### src/hw/bfcn_pkg.sv
`default_nettype none
package bfcn_pkg;

    // ****************************************************************
    // execution units a packet slot may be routed to
    // ****************************************************************
    typedef enum logic [1:0] {
        BFCN_SHIFT_A,
        BFCN_SHIFT_B,
        BFCN_LOGIC_A,
        BFCN_LOGIC_B
    } bfcn_unit_t;

    // ****************************************************************
    // instruction word fields
    // ****************************************************************
    localparam int BFCN_DST_MSB = 27;
    localparam int BFCN_DST_LSB = 23;
    localparam int BFCN_SECOND_SOURCE_MSB = 22;
    localparam int BFCN_SECOND_SOURCE_LSB = 18;
    localparam int BFCN_FIRST_SOURCE_MSB = 17;
    localparam int BFCN_FIRST_SOURCE_LSB = 13;
    localparam int BFCN_CSTB_MSB = 12;
    localparam int BFCN_CSTB_LSB = 8;

    // ****************************************************************
    // opcode encodings
    // ****************************************************************
    localparam logic [4:0] BFCN_NRP_SECOND_SOURCE = 5'h07;
    localparam logic [4:0] BFCN_NRP_FIRST_SOURCE = 5'h00;
    localparam logic [5:0] BFCN_NRP_OP = 6'h03;
    localparam logic [3:0] BFCN_S_TAIL_REG = 4'h8;
    localparam logic [3:0] BFCN_S_TAIL_CST = 4'h2;
    localparam logic [1:0] BFCN_CLR_CST_OP = 2'h3;
    localparam logic [5:0] BFCN_CLR_REG_OP = 6'h3F;
    localparam logic [2:0] BFCN_L_TAIL = 3'h6;
    localparam logic [6:0] BFCN_CMP_RR = 7'h53;
    localparam logic [6:0] BFCN_CMP_CR = 7'h52;
    localparam logic [6:0] BFCN_CMP_RL = 7'h51;
    localparam logic [6:0] BFCN_CMP_CL = 7'h50;

    // ****************************************************************
    // register form field bounds inside first_source
    // ****************************************************************
    localparam int BFCN_RHI_MSB = 4;
    localparam int BFCN_RHI_LSB = 0;
    localparam int BFCN_RLO_MSB = 9;
    localparam int BFCN_RLO_LSB = 5;

    // ****************************************************************
    // branch timing and reset values
    // ****************************************************************
    localparam logic [2:0] BFCN_DELAY_SLOTS = 3'h5;
    localparam logic [31:0] BFCN_PFC_RESET = 32'h00000000;
    localparam logic BFCN_NMI_ENABLE_RESET = 1'b0;

    function automatic logic [39:0] bfcn_sext5(input logic [4:0] v);
        bfcn_sext5 = {{35{v[4]}}, v};
    endfunction : bfcn_sext5

    function automatic logic [39:0] bfcn_sext32(input logic [31:0] v);
        bfcn_sext32 = {{8{v[31]}}, v};
    endfunction : bfcn_sext32

endpackage : bfcn_pkg
`default_nettype wire

### src/hw/bfcn_clr_if.sv
`default_nettype none
interface bfcn_clr_if;
    logic [31:0] second_src;
    logic [4:0] low_pos;
    logic [4:0] high_pos;
    logic [31:0] result;

    modport requester (output second_src, output low_pos, output high_pos, input result);
    modport unit (input second_src, input low_pos, input high_pos, output result);
endinterface : bfcn_clr_if
`default_nettype wire

### src/hw/bfcn_decoder.sv
// What this block does
// RULE1: taken branch loads return pointer into fetch counter
// RULE2: five delay slots, target runs six cycles later
// RULE3: clear field bits, pass other bits unchanged
// RULE4: low position is field least significant bit
// RULE5: high position is field most significant bit
// RULE6: register form: high bits 0-4, low 5-9
// RULE7: upper 22 first_source bits must be zero
// RULE8: operand bits numbered 0 lsb to 31
// RULE9: clear runs on shift units, two opfields
// RULE10: clear result visible one cycle after issue
// RULE11: compare on logic units, four operand encodings
// RULE12: compare writes one if equal, else zero
// RULE13: delay slots of any branch are uninterruptible
// RULE14: never two taken branches per packet
// RULE15: taken branch sets nmi enable; false is nop (a false one here still restarts the uninterruptible window)
`default_nettype none
module bfcn_decoder #(
    parameter int DATA_W = 32
) (
    // clock and reset
    input wire logic clk_i,
    input wire logic rst_n_i,
    // dispatch
    input wire logic issue_valid_i,
    input wire logic [31:0] issue_word_i,
    input wire bfcn_pkg::bfcn_unit_t issue_unit_i,
    input wire logic cond_true_i,
    input wire logic other_branch_i,
    // operands
    input wire logic [31:0] first_src_i,
    input wire logic [39:0] second_src_i,
    input wire logic [31:0] nrp_i,
    // interrupt controller
    input wire logic nmi_enable_clear_i,
    // fetch and interrupt status
    output logic pfc_load_o,
    output logic [31:0] pfc_o,
    output logic nmi_enable_o,
    output logic no_interrupt_o,
    output logic target_exec_o,
    // register file write
    output logic wr_en_o,
    output bfcn_pkg::bfcn_unit_t wr_unit_o,
    output logic [4:0] wr_dst_o,
    output logic [31:0] wr_data_o
);
    import bfcn_pkg::*;

    generate
        if (DATA_W != 32)
        begin : g_width_check
            $error("bfcn_decoder supports only DATA_W of 32");
        end
    endgenerate

    // ****************************************************************
    // decode
    // ****************************************************************
    wire logic [31:0] iw = issue_word_i;
    wire logic on_shift = issue_unit_i == BFCN_SHIFT_A || issue_unit_i == BFCN_SHIFT_B;
    wire logic on_logic = issue_unit_i == BFCN_LOGIC_A || issue_unit_i == BFCN_LOGIC_B;
    wire logic [6:0] l_op = iw[11:5];

    wire logic is_nrp = issue_valid_i && issue_unit_i == BFCN_SHIFT_B
        && iw[BFCN_SECOND_SOURCE_MSB:BFCN_SECOND_SOURCE_LSB] == BFCN_NRP_SECOND_SOURCE
        && iw[BFCN_FIRST_SOURCE_MSB:BFCN_FIRST_SOURCE_LSB] == BFCN_NRP_FIRST_SOURCE
        && iw[11:6] == BFCN_NRP_OP && iw[5:2] == BFCN_S_TAIL_REG;
    wire logic nrp_taken = is_nrp && cond_true_i; // RULE15
    // any branch issued opens the uninterruptible window, taken or not
    wire logic any_branch = is_nrp || other_branch_i; // RULE13

    wire logic is_clr_c = issue_valid_i && cond_true_i && on_shift
        && iw[7:6] == BFCN_CLR_CST_OP && iw[5:2] == BFCN_S_TAIL_CST; // RULE9
    wire logic is_clr_r = issue_valid_i && cond_true_i && on_shift
        && iw[11:6] == BFCN_CLR_REG_OP && iw[5:2] == BFCN_S_TAIL_REG; // RULE9
    wire logic is_clr = is_clr_c || is_clr_r;

    wire logic cmp_code = l_op == BFCN_CMP_RR || l_op == BFCN_CMP_CR
        || l_op == BFCN_CMP_RL || l_op == BFCN_CMP_CL;
    wire logic is_cmp = issue_valid_i && cond_true_i && on_logic
        && iw[4:2] == BFCN_L_TAIL && cmp_code; // RULE11

    // ****************************************************************
    // bit field clear operands
    // ****************************************************************
    // upper 22 first_source bits are ignored; software keeps them zero
    wire logic [4:0] fld_lo = is_clr_r ? first_src_i[BFCN_RLO_MSB:BFCN_RLO_LSB]
        : iw[BFCN_FIRST_SOURCE_MSB:BFCN_FIRST_SOURCE_LSB]; // RULE4 RULE6 RULE7
    wire logic [4:0] fld_hi = is_clr_r ? first_src_i[BFCN_RHI_MSB:BFCN_RHI_LSB]
        : iw[BFCN_CSTB_MSB:BFCN_CSTB_LSB]; // RULE5 RULE6 RULE7

    bfcn_clr_if clr_bus ();
    assign clr_bus.second_src = second_src_i[31:0];
    assign clr_bus.low_pos = fld_lo;
    assign clr_bus.high_pos = fld_hi;

    bfcn_clear_unit u_clear (
        .clr (clr_bus)
    );

    // ****************************************************************
    // equality compare operands
    // ****************************************************************
    wire logic [4:0] cst5 = iw[BFCN_FIRST_SOURCE_MSB:BFCN_FIRST_SOURCE_LSB];
    wire logic first_source_cst = l_op == BFCN_CMP_CR || l_op == BFCN_CMP_CL;
    wire logic second_source_long = l_op == BFCN_CMP_RL || l_op == BFCN_CMP_CL;
    wire logic [39:0] cmp_a = first_source_cst ? bfcn_sext5(cst5) : bfcn_sext32(first_src_i);
    wire logic [39:0] cmp_b = second_source_long ? second_src_i : bfcn_sext32(second_src_i[31:0]);
    wire logic cmp_eq = second_source_long ? (cmp_a == cmp_b) : (cmp_a[31:0] == cmp_b[31:0]);

    wire logic [31:0] next_wr_data = is_clr ? clr_bus.result : {31'h00000000, cmp_eq}; // RULE12

    // ****************************************************************
    // result write, one cycle after issue
    // ****************************************************************
    always_ff @(posedge clk_i)
    begin
        if (!rst_n_i)
        begin
            wr_en_o <= 1'b0;
            wr_unit_o <= BFCN_SHIFT_A;
            wr_dst_o <= 5'h00;
            wr_data_o <= 32'h00000000;
        end
        else
        begin
            wr_en_o <= is_clr || is_cmp; // RULE10
            wr_unit_o <= issue_unit_i;
            wr_dst_o <= iw[BFCN_DST_MSB:BFCN_DST_LSB];
            wr_data_o <= next_wr_data; // RULE3 RULE10 RULE12
        end
    end

    // ****************************************************************
    // branch through the nmi return pointer
    // ****************************************************************
    logic [2:0] slot_cnt;
    logic nrp_pending;
    wire logic slot_last = slot_cnt == 3'h1;
    wire logic [2:0] next_slot_cnt = any_branch ? BFCN_DELAY_SLOTS
        : (slot_cnt != 3'h0 ? slot_cnt - 3'h1 : 3'h0);
    // two taken branches in one packet are undefined; this one wins the fetch counter
    wire logic [31:0] next_pfc = nrp_taken ? nrp_i : pfc_o; // RULE14

    always_ff @(posedge clk_i)
    begin
        if (!rst_n_i)
        begin
            slot_cnt <= 3'h0;
            nrp_pending <= 1'b0;
            pfc_load_o <= 1'b0;
            pfc_o <= BFCN_PFC_RESET;
            no_interrupt_o <= 1'b0;
            target_exec_o <= 1'b0;
        end
        else
        begin
            slot_cnt <= next_slot_cnt; // RULE2
            // a later branch inside the slots restarts the window and drops this target
            nrp_pending <= nrp_taken || (nrp_pending && !slot_last && !any_branch); // RULE2
            pfc_load_o <= nrp_taken; // RULE1
            pfc_o <= next_pfc; // RULE1
            no_interrupt_o <= next_slot_cnt != 3'h0; // RULE13
            target_exec_o <= nrp_pending && slot_last && !any_branch; // RULE2
        end
    end

    // the set from a taken branch beats a clear in the same cycle
    always_ff @(posedge clk_i)
    begin
        if (!rst_n_i)
        begin
            nmi_enable_o <= BFCN_NMI_ENABLE_RESET;
        end
        else if (nrp_taken)
        begin
            nmi_enable_o <= 1'b1; // RULE15
        end
        else if (nmi_enable_clear_i)
        begin
            nmi_enable_o <= 1'b0;
        end
    end

    // ****************************************************************
    // checks
    // ****************************************************************
    logic [31:0] chk_sec;
    logic [4:0] chk_lo;
    logic [4:0] chk_hi;
    always_ff @(posedge clk_i)
    begin
        chk_sec <= second_src_i[31:0];
        chk_lo <= fld_lo;
        chk_hi <= fld_hi;
    end
    wire logic [31:0] chk_mask = (32'hFFFFFFFF >> (5'h1F - chk_hi)) & (32'hFFFFFFFF << chk_lo);

    AST_PFC_LOAD: assert property (@(posedge clk_i) disable iff (!rst_n_i) // RULE1
        nrp_taken |=> pfc_load_o && pfc_o == $past(nrp_i))
        else $error("fetch counter not loaded from return pointer");
    AST_TARGET_SIX: assert property (@(posedge clk_i) disable iff (!rst_n_i) // RULE2
        nrp_taken ##1 (!any_branch)[*5] |=> target_exec_o)
        else $error("target did not execute six cycles after branch");
    AST_TARGET_QUIET: assert property (@(posedge clk_i) disable iff (!rst_n_i) // RULE2
        nrp_taken |=> !target_exec_o[*5])
        else $error("target executed inside delay slots");
    AST_SLOTS_LOCKED: assert property (@(posedge clk_i) disable iff (!rst_n_i) // RULE13
        any_branch |=> no_interrupt_o[*5])
        else $error("delay slot left interruptible");
    AST_CLR_VALUE: assert property (@(posedge clk_i) disable iff (!rst_n_i) // RULE3
        is_clr |=> wr_en_o && wr_data_o == (chk_sec & ~chk_mask))
        else $error("bit field clear result wrong");
    AST_CLR_ENDS: assert property (@(posedge clk_i) disable iff (!rst_n_i) // RULE4
        is_clr && fld_lo <= fld_hi |=> !wr_data_o[chk_lo] && !wr_data_o[chk_hi])
        else $error("field end bit not cleared");
    AST_CLR_REG_FIELDS: assert property (@(posedge clk_i) disable iff (!rst_n_i) // RULE6
        is_clr_r |-> fld_hi == first_src_i[4:0] && fld_lo == first_src_i[9:5])
        else $error("register form field bounds taken from wrong bits");
    AST_CLR_FULL: assert property (@(posedge clk_i) disable iff (!rst_n_i) // RULE8
        is_clr && fld_lo == 5'h00 && fld_hi == 5'h1F |=> wr_data_o == 32'h00000000)
        else $error("full width clear left bits set");
    AST_CLR_DST: assert property (@(posedge clk_i) disable iff (!rst_n_i) // RULE10
        is_clr |=> wr_en_o && wr_dst_o == $past(iw[BFCN_DST_MSB:BFCN_DST_LSB]))
        else $error("clear result not written one cycle after issue");
    AST_CMP_EQ: assert property (@(posedge clk_i) disable iff (!rst_n_i) // RULE12
        is_cmp && l_op == BFCN_CMP_RR && first_src_i == second_src_i[31:0]
        |=> wr_en_o && wr_data_o == 32'h00000001)
        else $error("equal operands did not give one");
    AST_CMP_BOOL: assert property (@(posedge clk_i) disable iff (!rst_n_i) // RULE11
        is_cmp |=> wr_en_o && wr_data_o[31:1] == 31'h00000000)
        else $error("compare result not boolean");
    AST_NMI_ENABLE_SET: assert property (@(posedge clk_i) disable iff (!rst_n_i) // RULE15
        nrp_taken |=> nmi_enable_o)
        else $error("nmi enable not set by branch");
    AST_NRP_NOP: assert property (@(posedge clk_i) disable iff (!rst_n_i) // RULE15
        is_nrp && !cond_true_i |=> !pfc_load_o && $stable(pfc_o))
        else $error("false condition branch changed fetch counter");

    COV_NRP_TARGET: cover property (@(posedge clk_i) disable iff (!rst_n_i)
        nrp_taken ##6 target_exec_o);
    COV_CLR_REG: cover property (@(posedge clk_i) disable iff (!rst_n_i)
        is_clr_r ##1 wr_en_o);
    COV_CMP_LONG_EQ: cover property (@(posedge clk_i) disable iff (!rst_n_i)
        is_cmp && second_source_long && cmp_eq);
    COV_NMI_ENABLE_RACE: cover property (@(posedge clk_i) disable iff (!rst_n_i)
        nrp_taken && nmi_enable_clear_i);
endmodule : bfcn_decoder
`default_nettype wire

### src/hw/bfcn_clear_unit.sv
`default_nettype none
module bfcn_clear_unit (
    // operands and result
    bfcn_clr_if.unit clr
);
    import bfcn_pkg::*;

    // bit 0 is the lsb, bit 31 the msb; an empty field (low above high) clears nothing
    always_comb
    begin
        clr.result = clr.second_src;
        for (int i = 0; i < 32; i++)
        begin
            if (5'(i) >= clr.low_pos && 5'(i) <= clr.high_pos) // RULE3 RULE4 RULE5 RULE8
            begin
                clr.result[i] = 1'b0;
            end
        end
    end
endmodule : bfcn_clear_unit
`default_nettype wire

### config.mk
export PLATFORM = sky130hd
export DESIGN_NAME = bfcn_decoder
export DESIGN_NICKNAME = d
export VERILOG_FILES = /design/src/hw/bfcn_pkg.sv /design/src/hw/bfcn_clr_if.sv /design/src/hw/bfcn_decoder.sv /design/src/hw/bfcn_clear_unit.sv
export SDC_FILE = /design/constraint.sdc
export NUM_CORES = 1
export LEC_CHECK = 0
export BUFFER_PORTS_ARGS = -buffer_cell sky130_fd_sc_hd__buf_4
export CELL_PAD_IN_SITES_DETAIL_PLACEMENT = 2
export CELL_PAD_IN_SITES_GLOBAL_PLACEMENT = 2
export CORE_ASPECT_RATIO = 1.25
export CORE_MARGIN = 2
export CORE_UTILIZATION = 26
export DETAILED_ROUTE_END_ITERATION = 8
export PLACE_DENSITY = 0.87
export SYNTH_ARGS = -nofsm -noshare
export SYNTH_HDL_FRONTEND = slang
export SYNTH_SLANG_ARGS = --single-unit
### constraint.sdc
create_clock -name clk_i -period 4 [get_ports clk_i]
set_clock_uncertainty 0.05 [all_clocks]
set_input_delay 0.4 -clock clk_i [delete_from_list [all_inputs] [get_ports clk_i]]
set_output_delay 0.4 -clock clk_i [all_outputs]
set_load 0.03 [all_outputs]
==> results.md <==
* Sink Count at 80
* Cell chain of the critical path: buf_4 -> or3b_1 -> or4_4 -> mux2i_4 -> nor2_1 -> o221ai_1 -> and3_1
* Worst Path Arrival at slightly below 3000 ps
* P_sw at 0.000540 W
* Post-Syn Area at 0.00414 sq mm
* Tightest Hold Check Type: in2reg
* Flop pwr share at 40.7%
* Register bit count reported by yosys at 80
* Achievable clock frequency at around 370 MHz
* Post-synthesis sequential area ratio at about two fifths
* Final number of hold-violating endpoints at 0
* CTS buffer count at 9
* Port buffer count at 213
* Layout Nets at 838
* Top delay family on crit path: simple AND/OR/NAND/NOR gates
* First-pass GRT wire length at 30.6 mm
* Final period utilization at 68.4%
* P_int at approximately 0.0014 W
* Number of global-route vias before repair at 5333
* Chip Width at 117 um
* Hold path start: issue_word_i[26]
* H-tree depth at 3
* TNS Setup at 0 ps
* Share of layout cells above drive strength 1 at a little over a third
* Wire per inst at 22.6 um
* Syn Area/Cell at between 8 and 9 sq um
* Routed Antenna Nets at 0
* Yosys top cell by area: dfxtp_1
* CP Capture Type: flop
* Die area at between 0.015 and 0.02 sq mm
* DR vias at 4707
* Post_cts resized at 0
* Net Sw Frac at between 20 and 30%
* Synth Instances at slightly below 500
* TritonCTS clock tree: done
* Critical Path Start Type: primary input
* Req. time, crit path at 4190 ps
* Die Y-Extent at around 150 um
* Synth Flop Type: dfxtp_1
* Dpl hpwl at around 17 mm
* # IOs at 220
* Synthesized Nets at 630
* Setup crit start: issue_word_i[3]
* First-pass DRT Iterations at 4
* Worst-path maximum fanout at 12
* Leak at 2.68 nW
* Residual DRC at 0
* Post-synthesis async set-or-reset flop share at 0%
* Crit Path Class: in2reg
* Post-synth EDFFs at 0
* Status: finished, final reports clean
* Setup bufs post-CTS at 0
* Hold Buf Count CTS at 0
* Number of buffers and inverters on the critical path at 1
* GR Overflow Total at 0
* Starting density of the core at between 20% and 30%
* Area share of the largest cell type after synthesis at 38.7%
* Pwr dens at 318 mW/mm^2
* Initial drt markers at around 190
* Setup WS pre-CTS at approximately 920 ps
* RSZ-0062 raised after global routing: no
* Routed vias/inst at 5.17
* Final setup fails at 0
* Measured slew at the worst slew-check pin at 768 ps
* Combinational share of power at 16.5%
* Syn-to-layout area delta at 50.8%
* # rows at 51
* Core footprint at 0.0156 sq mm
* Initial antenna violation count at 0
* Final Max Slew Viols at 0
* GR Util All Layers at around 24%
* GP Congestion at 0.926
* Slowest-stage cell, CP: nor2_1
* Largest net degree at the start of global routing at approximately 50
* Synth Warn # at 0
* Clock latency on the worst-skew pair at 350 ps
* Maxcap violations at 0
* Root Buffer: clkbuf_16
* Clock Path Buffers at 2
* Crit Reg-Reg Startpoint: slot_cnt[1]
* Worst-path clk slew at ~70 ps
* Fillers at 1804
* Worst slew margin at 48.6%
* Final min period at 2740 ps
* Post-synth cell types at 68
* Slowest stage delay, CP at 630 ps
* Top cells by area, synth: dfxtp_1, nand2_1, a21boi_0, and3_1, xnor2_1
* Setup ws final at about 1300 ps
* WL final at 20.5 mm
* Worst VDD drop at 0.168 mV
* Clock power share at 42.8%
* Hold WS at 223 ps
[logic make-up after synthesis]
logic type	share of synthesized area [%]
xor+xnor	5.29
simple gates	26.0
buf+inv	3.66
mux	3.93
flops	38.7
compound gates	21.8
fa+ha+maj	0.605
[stage by stage]
stage / power (W) / std cells / area [sq um] / util [%]
finish: 0.00198 / 910 / 6240 / 40.1
global route: 0.00206 / 909 / 6230 / 40.0
CTS: 0.00200 / 909 / 6230 / 40.0
detailed placement: 0.00115 / 893 / 5940 / 38.1
global placement: 0.00114 / 893 / 5940 / 38.1
floorplan: 0.000943 / 484 / 4140 / -
[final cells by class]
type,count,area (sq um),area share [%]
multi-input combinational,371,2390,38.3
timing repair buffer,218,1640,26.2
sequential,80,1600,25.7
tap,212,265,4.25
clock buffer,10,229,3.67
clock inverter,6,67.6,1.08
inverter,12,45.0,0.722
antenna,1,2.50,0.0401
[placed cells by master, fill, tap and decap left out, types with 3 or more instances in the layout]
master	n
mux2_2	3
nor3_1	11
or3_1	3
xor2_1	12
mux2i_1	7
a21boi_0	36
o221ai_1	5
nand2_1	91
o311a_1	5
o211a_1	4
a21oi_1	13
nand3_1	7
o211ai_1	11
nor4_1	8
inv_1	12
o22ai_1	3
o21ai_0	12
clkbuf_16	9
buf_4	218
nor2_1	20
dfxtp_1	80
o21ai_4	3
nand4_1	11
and2_1	11
a211oi_1	4
and3_1	20
xnor2_1	13
a31oi_1	5
or4_1	4
[routing by layer]
metal | routed length, um | track usage (%) | up-vias
li1 | - | - | 2169
met1 | 7400 | 25.1 | 2274
met2 | 10800 | 44.1 | 216
met3 | 1340 | 5.10 | 48
met4 | 1040 | 13.4 | 0
met5 | 0 | 0 | -
[state kept, by name, indices dropped and copies added, names as in the netlist]
signal,cells
nmi_enable_o,1
no_interrupt_o,1
nrp_pending,1
pfc_load_o,1
pfc_o,32
slot_cnt,3
target_exec_o,1
wr_data_o,32
wr_dst_o,5
wr_en_o,1
wr_unit_o,2
[power by group through the flow]
| stage | Sequential (W) | Combinational, W | Clock (W) |
|---|---|---|---|
| after floorplan | 0.000834 | 0.000110 | 0 |
| after global placement | 0.000824 | 0.000316 | 0 |
| after detailed placement | 0.000825 | 0.000328 | 0 |
| after CTS | 0.000806 | 0.000329 | 0.000867 |
| after global routing | 0.000807 | 0.000349 | 0.000906 |
| final | 0.000806 | 0.000328 | 0.000847 |
[synthesized netlist by cell type, drive strengths merged (2+ instances only)]
cell type,count
nand4bb,2
nor4b,2
o211a,4
xor2,12
o22ai,3
a21o,2
nor4,9
and3,20
mux2,3
o211ai,11
o221ai,5
o31ai,2
or3,3
o21a,2
a21boi,36
nor2,21
a22oi,2
dfxtp,80
mux2i,10
or4,5
inv,12
clkbuf,12
o311a,5
nand4,11
nand2,92
and2,12
a211oi,4
and4,2
ha,2
o21ai,17
xnor2,13
buf,9
nand3,7
nor3,13
a21oi,14
a31oi,5
nand2b,2
[final timing paths]
check                                 endpoint  slack (ps)  cells after the start
worst min register to register        pfc_o[7]         410                      2
worst min-delay path               wr_dst_o[3]         220                      2
worst max register to register  no_interrupt_o        2650                      5
worst max-delay path             wr_data_o[25]        1260                      7
No activity file was read; power rests on OpenSTA's default activity.
